File: src/rtl/pwt_fix_note.sv
`timescale 1ns/1ps

File: src/rtl/pwt_pkg.sv
package pwt_pkg;
   // register byte offsets
   localparam logic [7:0] OFS_CONTROL0   = 8'h00;
   localparam logic [7:0] OFS_CONTROL1   = 8'h04;
   localparam logic [7:0] OFS_COUNTER    = 8'h08;
   localparam logic [7:0] OFS_PER_LOW    = 8'h0C;
   localparam logic [7:0] OFS_PER_HIGH   = 8'h10;
   localparam logic [7:0] OFS_STATUS     = 8'h14;
   localparam logic [7:0] OFS_PER_ACTIVE = 8'h18;

   // field positions
   localparam int MODE_LSB     = 0;
   localparam int PRE_LSB      = 2;
   localparam int POST_LSB     = 4;
   localparam int ON_BIT       = 7;
   localparam int DOWN_BIT     = 6;
   localparam int FLAG_BIT     = 0;

   // widths
   localparam int PER_W  = 12;
   localparam int PRE_W  = 6;
   localparam int POST_W = 4;

   // reset values
   localparam logic [1:0]        RST_MODE   = 2'h0;
   localparam logic [1:0]        RST_PRE    = 2'h0;
   localparam logic [POST_W-1:0] RST_POST   = 4'h0;
   localparam logic [PER_W-1:0]  RST_PERIOD = 12'h000;
   localparam logic [7:0]        RST_BUF_LO = 8'h00;
   localparam logic [3:0]        RST_BUF_HI = 4'h0;

   // last prescale count for ratios 1, 4, 16, 64
   localparam logic [PRE_W-1:0] PRE_LAST_1  = 6'h00;
   localparam logic [PRE_W-1:0] PRE_LAST_4  = 6'h03;
   localparam logic [PRE_W-1:0] PRE_LAST_16 = 6'h0F;
   localparam logic [PRE_W-1:0] PRE_LAST_64 = 6'h3F;

   // axi responses
   localparam logic [1:0] RESP_OKAY   = 2'h0;
   localparam logic [1:0] RESP_SLVERR = 2'h2;

   typedef enum logic [1:0] {
      mode_free,
      mode_single,
      mode_updown,
      mode_double
   } pwt_mode_t;
endpackage

File: src/rtl/pwt_time_base.sv
// What this block does
// - free-running: event on each period match
// - free-running: counter wraps to zero after match
// - free-running: postscaler passes one of N matches
// - single-shot: one event at period match
// - single-shot: clear counter and enable after match
// - single-shot: postscaler ignored
// - up/down: event when counter reaches zero
// - up/down: postscaler thins zero events
// - double update: events at zero and period
// - period is twelve bits from two bytes
// - edge modes: load period at wrap
// - up/down modes: load period at zero
// - disabled: period loaded from buffer continuously
// - free-running period is (period+1) times prescale
// - up/down period is 2 times period times prescale
// - prescaler divides by 1, 4, 16, 64
// - four-bit postscaler, cleared by counter/control writes
// - up/down: count down after match, flag set
// - prescaler cleared by counter/control writes
`timescale 1ns/1ps
module pwt_time_base #(
   parameter int ADDR_W = 8
) (
   input  wire logic              i_sys_clk,       // 10 MHz clock
   input  wire logic              i_reset_n,       // async reset, active low
   input  wire logic [ADDR_W-1:0] s_axi_awaddr,    // write address
   input  wire logic              s_axi_awvalid,   // write address valid
   output logic                   s_axi_awready,   // write address ready
   input  wire logic [31:0]       s_axi_wdata,     // write data
   input  wire logic [3:0]        s_axi_wstrb,     // write byte enables
   input  wire logic              s_axi_wvalid,    // write data valid
   output logic                   s_axi_wready,    // write data ready
   output logic [1:0]             s_axi_bresp,     // write response
   output logic                   s_axi_bvalid,    // write response valid
   input  wire logic              s_axi_bready,    // write response ready
   input  wire logic [ADDR_W-1:0] s_axi_araddr,    // read address
   input  wire logic              s_axi_arvalid,   // read address valid
   output logic                   s_axi_arready,   // read address ready
   output logic [31:0]            s_axi_rdata,     // read data
   output logic [1:0]             s_axi_rresp,     // read response
   output logic                   s_axi_rvalid,    // read data valid
   input  wire logic              s_axi_rready,    // read data ready
   output logic [11:0]            o_period_value,  // active period
   output logic [11:0]            o_counter,       // time base counter
   output logic                   o_count_down,    // counting down
   output logic                   o_time_base_on,  // time base enabled
   output logic                   o_event,         // one-cycle event pulse
   output logic                   o_event_flag     // sticky event flag
);

   typedef struct packed {
      pwt_pkg::pwt_mode_t        count_mode_sel;
      logic [1:0]                input_divide_sel;
      logic [3:0]                post_divide_sel;
      logic                      time_base_on;
      logic                      count_down_flag;
      logic [11:0]               time_base_counter;
      logic [11:0]               period_value;
      logic [7:0]                period_buffer_low;
      logic [3:0]                period_buffer_high;
      logic [5:0]                pre_cnt;
      logic [3:0]                post_cnt;
      logic                      flag;
      logic                      event_p;
      logic                      aw_got;
      logic [ADDR_W-1:0]         awaddr;
      logic                      w_got;
      logic [31:0]               wdata;
      logic [3:0]                wstrb;
      logic                      bvalid;
      logic [1:0]                bresp;
      logic                      rvalid;
      logic [31:0]               rdata;
      logic [1:0]                rresp;
   } pwt_state_t;

   pwt_state_t st;
   pwt_state_t next_st;

   logic        wr_fire;
   logic        wr_ctl;
   logic        wr_cnt;
   logic        wr_status;
   logic        tick;
   logic        ev;
   logic        raw_ev;
   logic        post_ok;
   logic [32:0] rd_word;
   logic [32:0] wr_word;

   function automatic logic [5:0] pre_last(input logic [1:0] sel);
      case (sel)
         2'h0:    pre_last = pwt_pkg::PRE_LAST_1;
         2'h1:    pre_last = pwt_pkg::PRE_LAST_4;
         2'h2:    pre_last = pwt_pkg::PRE_LAST_16;
         default: pre_last = pwt_pkg::PRE_LAST_64;
      endcase
   endfunction

   function automatic logic hit(input logic [ADDR_W-1:0] a, input logic [7:0] ofs);
      hit = (a[ADDR_W-1:2] == ofs[ADDR_W-1:2]);
   endfunction

   function automatic logic [31:0] merge(input logic [31:0] old, input logic [31:0] nw, input logic [3:0] strb);
      logic [31:0] r;
      r = old;
      for (int i = 0; i < 4; i++) begin
         if (strb[i]) begin
            r[i*8 +: 8] = nw[i*8 +: 8];
         end
      end
      merge = r;
   endfunction

   // {ok, data} for a read at address a
   function automatic logic [32:0] read_word(input pwt_state_t s, input logic [ADDR_W-1:0] a);
      logic [31:0] d;
      logic        ok;
      d  = 32'h0000_0000;
      ok = 1'b1;
      if (hit(a, pwt_pkg::OFS_CONTROL0)) begin
         d[pwt_pkg::MODE_LSB +: 2] = s.count_mode_sel;
         d[pwt_pkg::PRE_LSB +: 2]  = s.input_divide_sel;
         d[pwt_pkg::POST_LSB +: 4] = s.post_divide_sel;
      end else if (hit(a, pwt_pkg::OFS_CONTROL1)) begin
         d[pwt_pkg::ON_BIT]   = s.time_base_on;
         d[pwt_pkg::DOWN_BIT] = s.count_down_flag;
      end else if (hit(a, pwt_pkg::OFS_COUNTER)) begin
         d[11:0] = s.time_base_counter;
      end else if (hit(a, pwt_pkg::OFS_PER_LOW)) begin
         d[7:0] = s.period_buffer_low;
      end else if (hit(a, pwt_pkg::OFS_PER_HIGH)) begin
         d[3:0] = s.period_buffer_high;
      end else if (hit(a, pwt_pkg::OFS_STATUS)) begin
         d[pwt_pkg::FLAG_BIT] = s.flag;
      end else if (hit(a, pwt_pkg::OFS_PER_ACTIVE)) begin
         d[11:0] = s.period_value;
      end else begin
         ok = 1'b0;
      end
      read_word = {ok, d};
   endfunction

   assign s_axi_awready  = !st.aw_got && !st.bvalid;
   assign s_axi_wready   = !st.w_got && !st.bvalid;
   assign s_axi_bvalid   = st.bvalid;
   assign s_axi_bresp    = st.bresp;
   assign s_axi_arready  = !st.rvalid;
   assign s_axi_rvalid   = st.rvalid;
   assign s_axi_rdata    = st.rdata;
   assign s_axi_rresp    = st.rresp;
   assign o_period_value = st.period_value;
   assign o_counter      = st.time_base_counter;
   assign o_count_down   = st.count_down_flag;
   assign o_time_base_on = st.time_base_on;
   assign o_event        = st.event_p;
   assign o_event_flag   = st.flag;

   assign wr_fire   = st.aw_got && st.w_got && !st.bvalid;
   assign wr_ctl    = wr_fire && (hit(st.awaddr, pwt_pkg::OFS_CONTROL0) || hit(st.awaddr, pwt_pkg::OFS_CONTROL1));
   assign wr_cnt    = wr_fire && hit(st.awaddr, pwt_pkg::OFS_COUNTER);
   assign wr_status = wr_fire && hit(st.awaddr, pwt_pkg::OFS_STATUS) && st.wstrb[0]
                      && st.wdata[pwt_pkg::FLAG_BIT];
   assign tick      = st.time_base_on && (st.pre_cnt == pre_last(st.input_divide_sel));
   assign post_ok   = (st.post_cnt == st.post_divide_sel);
   assign rd_word   = read_word(st, s_axi_araddr);
   assign wr_word   = read_word(st, st.awaddr);

   always_comb begin
      logic [31:0] m;
      logic        updown;
      m       = 32'h0000_0000;
      updown  = 1'b0;
      next_st = st;
      raw_ev  = 1'b0;
      ev      = 1'b0;
      next_st.event_p = 1'b0;

      // bus channels
      if (s_axi_awvalid && s_axi_awready) begin
         next_st.aw_got = 1'b1;
         next_st.awaddr = s_axi_awaddr;
      end
      if (s_axi_wvalid && s_axi_wready) begin
         next_st.w_got = 1'b1;
         next_st.wdata = s_axi_wdata;
         next_st.wstrb = s_axi_wstrb;
      end
      if (st.bvalid && s_axi_bready) begin
         next_st.bvalid = 1'b0;
      end
      if (st.rvalid && s_axi_rready) begin
         next_st.rvalid = 1'b0;
      end
      if (s_axi_arvalid && s_axi_arready) begin
         next_st.rvalid = 1'b1;
         next_st.rdata  = rd_word[31:0];
         next_st.rresp  = rd_word[32] ? pwt_pkg::RESP_OKAY : pwt_pkg::RESP_SLVERR;
      end

      // time base
      updown = (st.count_mode_sel == pwt_pkg::mode_updown) || (st.count_mode_sel == pwt_pkg::mode_double);
      if (!st.time_base_on) begin
         next_st.pre_cnt = 6'h00;
      end else if (tick) begin
         next_st.pre_cnt = 6'h00;
      end else begin
         next_st.pre_cnt = st.pre_cnt + 6'h01;
      end

      if (tick) begin
         if (!updown) begin
            if (st.time_base_counter == st.period_value) begin
               raw_ev = 1'b1;
               next_st.time_base_counter = 12'h000;
               next_st.period_value = {st.period_buffer_high, st.period_buffer_low};
               if (st.count_mode_sel == pwt_pkg::mode_single) begin
                  next_st.time_base_on = 1'b0;
               end
            end else begin
               next_st.time_base_counter = st.time_base_counter + 12'h001;
            end
         end else if (st.time_base_counter == 12'h000) begin
            raw_ev = 1'b1;
            next_st.period_value = {st.period_buffer_high, st.period_buffer_low};
            next_st.count_down_flag = 1'b0;
            next_st.time_base_counter = (next_st.period_value == 12'h000) ? 12'h000 : 12'h001;
         end else if (!st.count_down_flag && st.time_base_counter == st.period_value) begin
            raw_ev = (st.count_mode_sel == pwt_pkg::mode_double);
            next_st.count_down_flag = 1'b1;
            next_st.time_base_counter = st.time_base_counter - 12'h001;
         end else if (st.count_down_flag) begin
            next_st.time_base_counter = st.time_base_counter - 12'h001;
         end else begin
            next_st.time_base_counter = st.time_base_counter + 12'h001;
         end
      end

      // single and double modes pass every event; others go through the postscaler
      if (raw_ev) begin
         if (st.count_mode_sel == pwt_pkg::mode_single || st.count_mode_sel == pwt_pkg::mode_double) begin
            ev = 1'b1;
         end else if (post_ok) begin
            ev = 1'b1;
            next_st.post_cnt = 4'h0;
         end else begin
            next_st.post_cnt = st.post_cnt + 4'h1;
         end
      end
      next_st.event_p = ev;

      // register writes; the mode is expected to change only while disabled
      if (wr_fire) begin
         next_st.aw_got = 1'b0;
         next_st.w_got  = 1'b0;
         next_st.bvalid = 1'b1;
         next_st.bresp  = wr_word[32] ? pwt_pkg::RESP_OKAY : pwt_pkg::RESP_SLVERR;
         if (hit(st.awaddr, pwt_pkg::OFS_CONTROL0)) begin
            m = merge({24'h000000, st.post_divide_sel, st.input_divide_sel, st.count_mode_sel},
                      st.wdata, st.wstrb);
            next_st.count_mode_sel   = pwt_pkg::pwt_mode_t'(m[pwt_pkg::MODE_LSB +: 2]);
            next_st.input_divide_sel = m[pwt_pkg::PRE_LSB +: 2];
            next_st.post_divide_sel  = m[pwt_pkg::POST_LSB +: 4];
         end
         if (hit(st.awaddr, pwt_pkg::OFS_CONTROL1) && st.wstrb[0]) begin
            next_st.time_base_on = st.wdata[pwt_pkg::ON_BIT];
         end
         if (hit(st.awaddr, pwt_pkg::OFS_COUNTER)) begin
            m = merge({20'h00000, st.time_base_counter}, st.wdata, st.wstrb);
            next_st.time_base_counter = m[11:0];
         end
         if (hit(st.awaddr, pwt_pkg::OFS_PER_LOW) && st.wstrb[0]) begin
            next_st.period_buffer_low = st.wdata[7:0];
         end
         if (hit(st.awaddr, pwt_pkg::OFS_PER_HIGH) && st.wstrb[0]) begin
            next_st.period_buffer_high = st.wdata[3:0];
         end
      end
      if (wr_ctl || wr_cnt) begin
         next_st.pre_cnt  = 6'h00;
         next_st.post_cnt = 4'h0;
      end

      // set wins over the software clear
      if (wr_status) begin
         next_st.flag = 1'b0;
      end
      if (ev) begin
         next_st.flag = 1'b1;
      end

      if (!st.time_base_on) begin
         next_st.period_value = {st.period_buffer_high, st.period_buffer_low};
      end
   end

   always_ff @(posedge i_sys_clk or negedge i_reset_n) begin
      if (!i_reset_n) begin
         st                  <= '0;
         st.count_mode_sel   <= pwt_pkg::pwt_mode_t'(pwt_pkg::RST_MODE);
         st.input_divide_sel <= pwt_pkg::RST_PRE;
         st.post_divide_sel  <= pwt_pkg::RST_POST;
         st.period_value     <= pwt_pkg::RST_PERIOD;
         st.period_buffer_low  <= pwt_pkg::RST_BUF_LO;
         st.period_buffer_high <= pwt_pkg::RST_BUF_HI;
      end else begin
         st <= next_st;
      end
   end

   logic quiet;
   assign quiet = !wr_fire;
endmodule // pwt_time_base

File: config.mk
export PLATFORM = sky130hd
export DESIGN_NAME = pwt_time_base
export DESIGN_NICKNAME = d
export VERILOG_FILES = /design/src/rtl/pwt_fix_note.sv /design/src/rtl/pwt_pkg.sv /design/src/rtl/pwt_time_base.sv
export SDC_FILE = /design/constraint.sdc
export NUM_CORES = 1
export LEC_CHECK = 0
export BUFFER_PORTS_ARGS = -buffer_cell sky130_fd_sc_hd__buf_2
export CAP_MARGIN = 40
export CORE_ASPECT_RATIO = 1.2
export CORE_MARGIN = 2
export CORE_UTILIZATION = 41
export DETAILED_ROUTE_END_ITERATION = 10
export GPL_TIMING_DRIVEN = 0
export MAX_ROUTING_LAYER = met4
export PLACE_DENSITY = 0.66
export SLEW_MARGIN = 20
export SYNTH_ARGS = -nofsm -noshare
export SYNTH_HDL_FRONTEND = slang
export SYNTH_SLANG_ARGS = --single-unit
File: constraint.sdc
create_clock -name i_sys_clk -period 3.1 [get_ports i_sys_clk]
set_input_delay 0.31 -clock i_sys_clk [delete_from_list [all_inputs] [get_ports i_sys_clk]]
set_output_delay 0.31 -clock i_sys_clk [all_outputs]
set_load 0.05 [all_outputs]
==> flow_metrics.py <==
metrics = {
    "run_status": {
        "status": "complete, no violations",
    },
    "routing": {
        "wl_per_cell_um": 17.6,
        "dr.pass1.iters": 5,
        "viasPerCell": 5.34,
        "drtAntennaViolNets": 0,
        "drc_errors": 0,
        "vias": 4615,
        "drt-total-wl_um": 15200,
        "drt_iter0_markers": 292,
    },
    "cts": {
        "cts_max_level": 3,
        "cts_resized": 0,
        "cts_root_buf": "clkbuf_16",
        "post_cts_buffers": 0,
        "path_clk_slew_ps": 60,
        "cts_buffers": 9,
        "insertion_delay_ps": 350,
        "cts_sinks": 96,
        "cts_tree": "done",
        "max-clock-path-buffers": 2,
    },
    "logic_synthesis": {
        "syn_area_sq_um": 5750,
        "synth_area_leaders": "dfrtp_1 (42%), mux2_2 (8.0%), buf_4 (8.0%), xor2_1 (3.8%), o21ai_0 (3.0%)",
        "syn_avg_cell_area_sq_um": 9.97,
        "ys_ff_latch": 96,
        "ys.flop_type": "dfrtp_1",
        "synth_top_area_share_pct": 41.8,
        "synth_top_area_cell": "dfrtp_1",
        "yosysWarnings": 0,
        "async_reset_ff_share_pct": 100,
        "ys_seq_area_share_pct": 41.8,
        "synth_enable_flop_cells": 0,
        "netlist_instances": 577,
        "synth_cell_types": 68,
    },
    "sta": {
        "slew_viol_final": 0,
        "worst_pin_slew_ps": 795,
        "setup_tns_ps": 0,
        "rsz0062_at_grt": "false",
        "max_freq_mhz": 337,
        "finalSetupViolations": 0,
        "slew_headroom_pct": 46.6,
        "hold_viol": 0,
        "finalCriticalPeriod_ps": 2970,
        "clock_skew_ps": 6.03,
        "finalCritPeriodShare_pct": 95.6,
    },
    "floorplan": {
        "row_count": 47,
        "start_util_pct": 41.8,
        "coreArea_sq_um": 13800,
        "die_w_um": 112,
        "die_h_um": 134,
        "ios": 128,
        "die-area_sq_um": 15000,
    },
    "place": {
        "port_buffers": 77,
        "placed_area_sq_um": 6460,
        "dp_hpwl_um": 11600,
        "place.gp.congestion": 0.931,
    },
    "worst_setup_path": {
        "rrSetupSlack_ps": 130,
        "critPathKind": "register to register",
        "cp-start-kind": "register",
        "cp-end-kind": "register",
        "worstPathRequired_ps": 3330,
        "cp_max_fo": 10,
        "cp_data_arrival_time_ps": 3200,
    },
    "power": {
        "seq_power_share_pct": 36.1,
        "max-vdd-ir-drop_uv": 495,
        "p_int_mw": 3.24,
        "clockPowerShare_pct": 17.3,
        "p_leak_nw": 3.23,
        "share_comb_of_total_power_pct": 46.5,
        "powerDensity_nw_per_um2": 871,
        "p_sw_share_pct": 44.7,
        "switchingPower_mw": 2.62,
    },
    "grt": {
        "grt_max_degree": 76,
        "grt_pass1_wl_um": 24500,
        "track_usage_pct": 21.4,
        "grt_pass1_vias": 4618,
        "grt_overflow": 0,
        "grt_antenna_before_repair": 0,
    },
    "min_path": {
        "hold_class": "input port to register",
    },
    "cells_and_area": {
        "multi_input_area_sq_um": 2750,
        "area_growth_pct": 17.1,
        "final_nets": 751,
        "fillers": 1341,
        "fin_area_sq_um": 6730,
        "register_area_sq_um": 2400,
        "diodes": 0,
        "drive_above_1_share_pct": 33.5,
    },
    "flow_run": {
        "maxCapViolCount": 0,
    },
}
## cells in the final DEF, fill, tap and decap left out, types with 16 or more instances in the layout
master	netlist	layout
a21oi_1	19	19
buf_2	5	81
buf_4	61	61
clkbuf_1	20	24
conb_1	1	22
dfrtp_1	96	96
inv_1	20	20
mux2_2	41	41
nand2_1	42	42
nand3_1	21	21
nor2_1	27	27
nor3_1	16	16
o21ai_0	34	34
xor2_1	25	25
## synthesized netlist by cell type (6+ instances only)
cell type  instances
nor3_1            16
nand2_1           42
a22oi_1            8
xnor2_1           12
nand2b_1           6
mux2_2            41
a21oi_1           19
buf_4             61
nor2_1            27
mux2i_1            7
xor2_1            25
nor4_1             8
inv_1             20
dfrtp_1           96
mux2_4            10
clkbuf_1          20
o21ai_0           34
a221o_1            6
nand3_1           21
## sequential cells by signal, summed over array words and instances (netlist names)
name            cells
o_count_down        1
o_event_flag        1
s_axi_bvalid        1
o_counter          12
s_axi_rvalid        1
st                 52
s_axi_rdata        12
o_period_value     12
s_axi_rresp         1
o_time_base_on      1
s_axi_bresp         1
o_event             1
## metrics by stage
stage | hold slack, ps | total power, mW | worst slack [ps] | util [%] | cells
floorplan | 14.4 | 4.11 | 484 | - | 598
global placement | 463 | 4.80 | 172 | 46.7 | 846
detailed placement | 183 | 4.86 | 156 | 47.0 | 847
CTS | 123 | 5.89 | 136 | 48.9 | 864
global route | 143 | 6.20 | 33.1 | 48.9 | 864
finish | 142 | 5.86 | 135 | 48.9 | 864
## power by group through the flow
stage | clock network (mW) | logic, mW | registers [mW]
floorplan | 0 | 2.14 | 1.97
global placement | 0 | 2.68 | 2.12
detailed placement | 0 | 2.73 | 2.13
CTS | 1.04 | 2.74 | 2.11
global route | 1.09 | 2.95 | 2.17
finish | 1.02 | 2.73 | 2.12
## timing repair
item | CTS | global route
hold endpoints to repair | 21 | 0
endpoints found under the setup margin | 0 | 0
hold buffers | 1 | 0
## worst max-delay path: stages (launching register included)
cell	delay, ps
dfrtp_1	490
inv_1	160
ha_1	280
or4b_4	550
nor4_4	350
and2_4	230
a21oi_4	60
o21ai_4	230
buf_12	190
mux2_4	300
## worst paths after layout
check                                                 from                            end  depth (start not counted)
worst max-delay path              o_counter[0]$_DFFE_PN0P_  o_period_value[2]$_DFFE_PN0P_                          9
worst min-delay path                          s_axi_rready       s_axi_rvalid$_DFFE_PN0P_                          2
worst max register to register    o_counter[0]$_DFFE_PN0P_  o_period_value[2]$_DFFE_PN0P_                          9
worst min register to register  s_axi_rdata[4]$_DFFE_PN0P_     s_axi_rdata[4]$_DFFE_PN0P_                          2
max in group asynchronous                        i_reset_n       o_counter[9]$_DFFE_PN0P_                          3
min in group asynchronous                        i_reset_n               st[93]$_DFF_PN0_                          2
## cell type report
type / instances / share of cell area (%)
Buffer: 90 / 8.92
Inverter: 20 / 1.11
Clock inverter: 3 / 0.279
Timing Repair Buffer: 79 / 6.37
Tap cell: 171 / 3.18
Multi-Input combinational cell: 392 / 40.9
Clock buffer: 13 / 3.57
Sequential cell: 96 / 35.7
## cell families after synthesis
kind of cell / after synthesis / share of synthesized area (%)
AND/OR/NAND/NOR: 154 / 13.7
AO/OA/AOI/OAI: 117 / 14.4
buffers and inverters: 110 / 11.7
flip-flops: 96 / 41.8
multiplexers: 58 / 11.9
XOR/XNOR: 37 / 5.63
adder cells (fa/ha/maj): 4 / 0.870
other: 1 / 0.0652
## metal layers
| layer | vias up | GRT usage (%) | wire length, um |
|---|---|---|---|
| met5 | - | - | 0 |
| met4 | 0 | 11.0 | 562 |
| met3 | 35 | 3.05 | 679 |
| met2 | 153 | 33.8 | 7400 |
| met1 | 2237 | 26.9 | 6570 |
| li1 | 2190 | - | - |
Note: power is estimated with default switching activity, not from simulation.
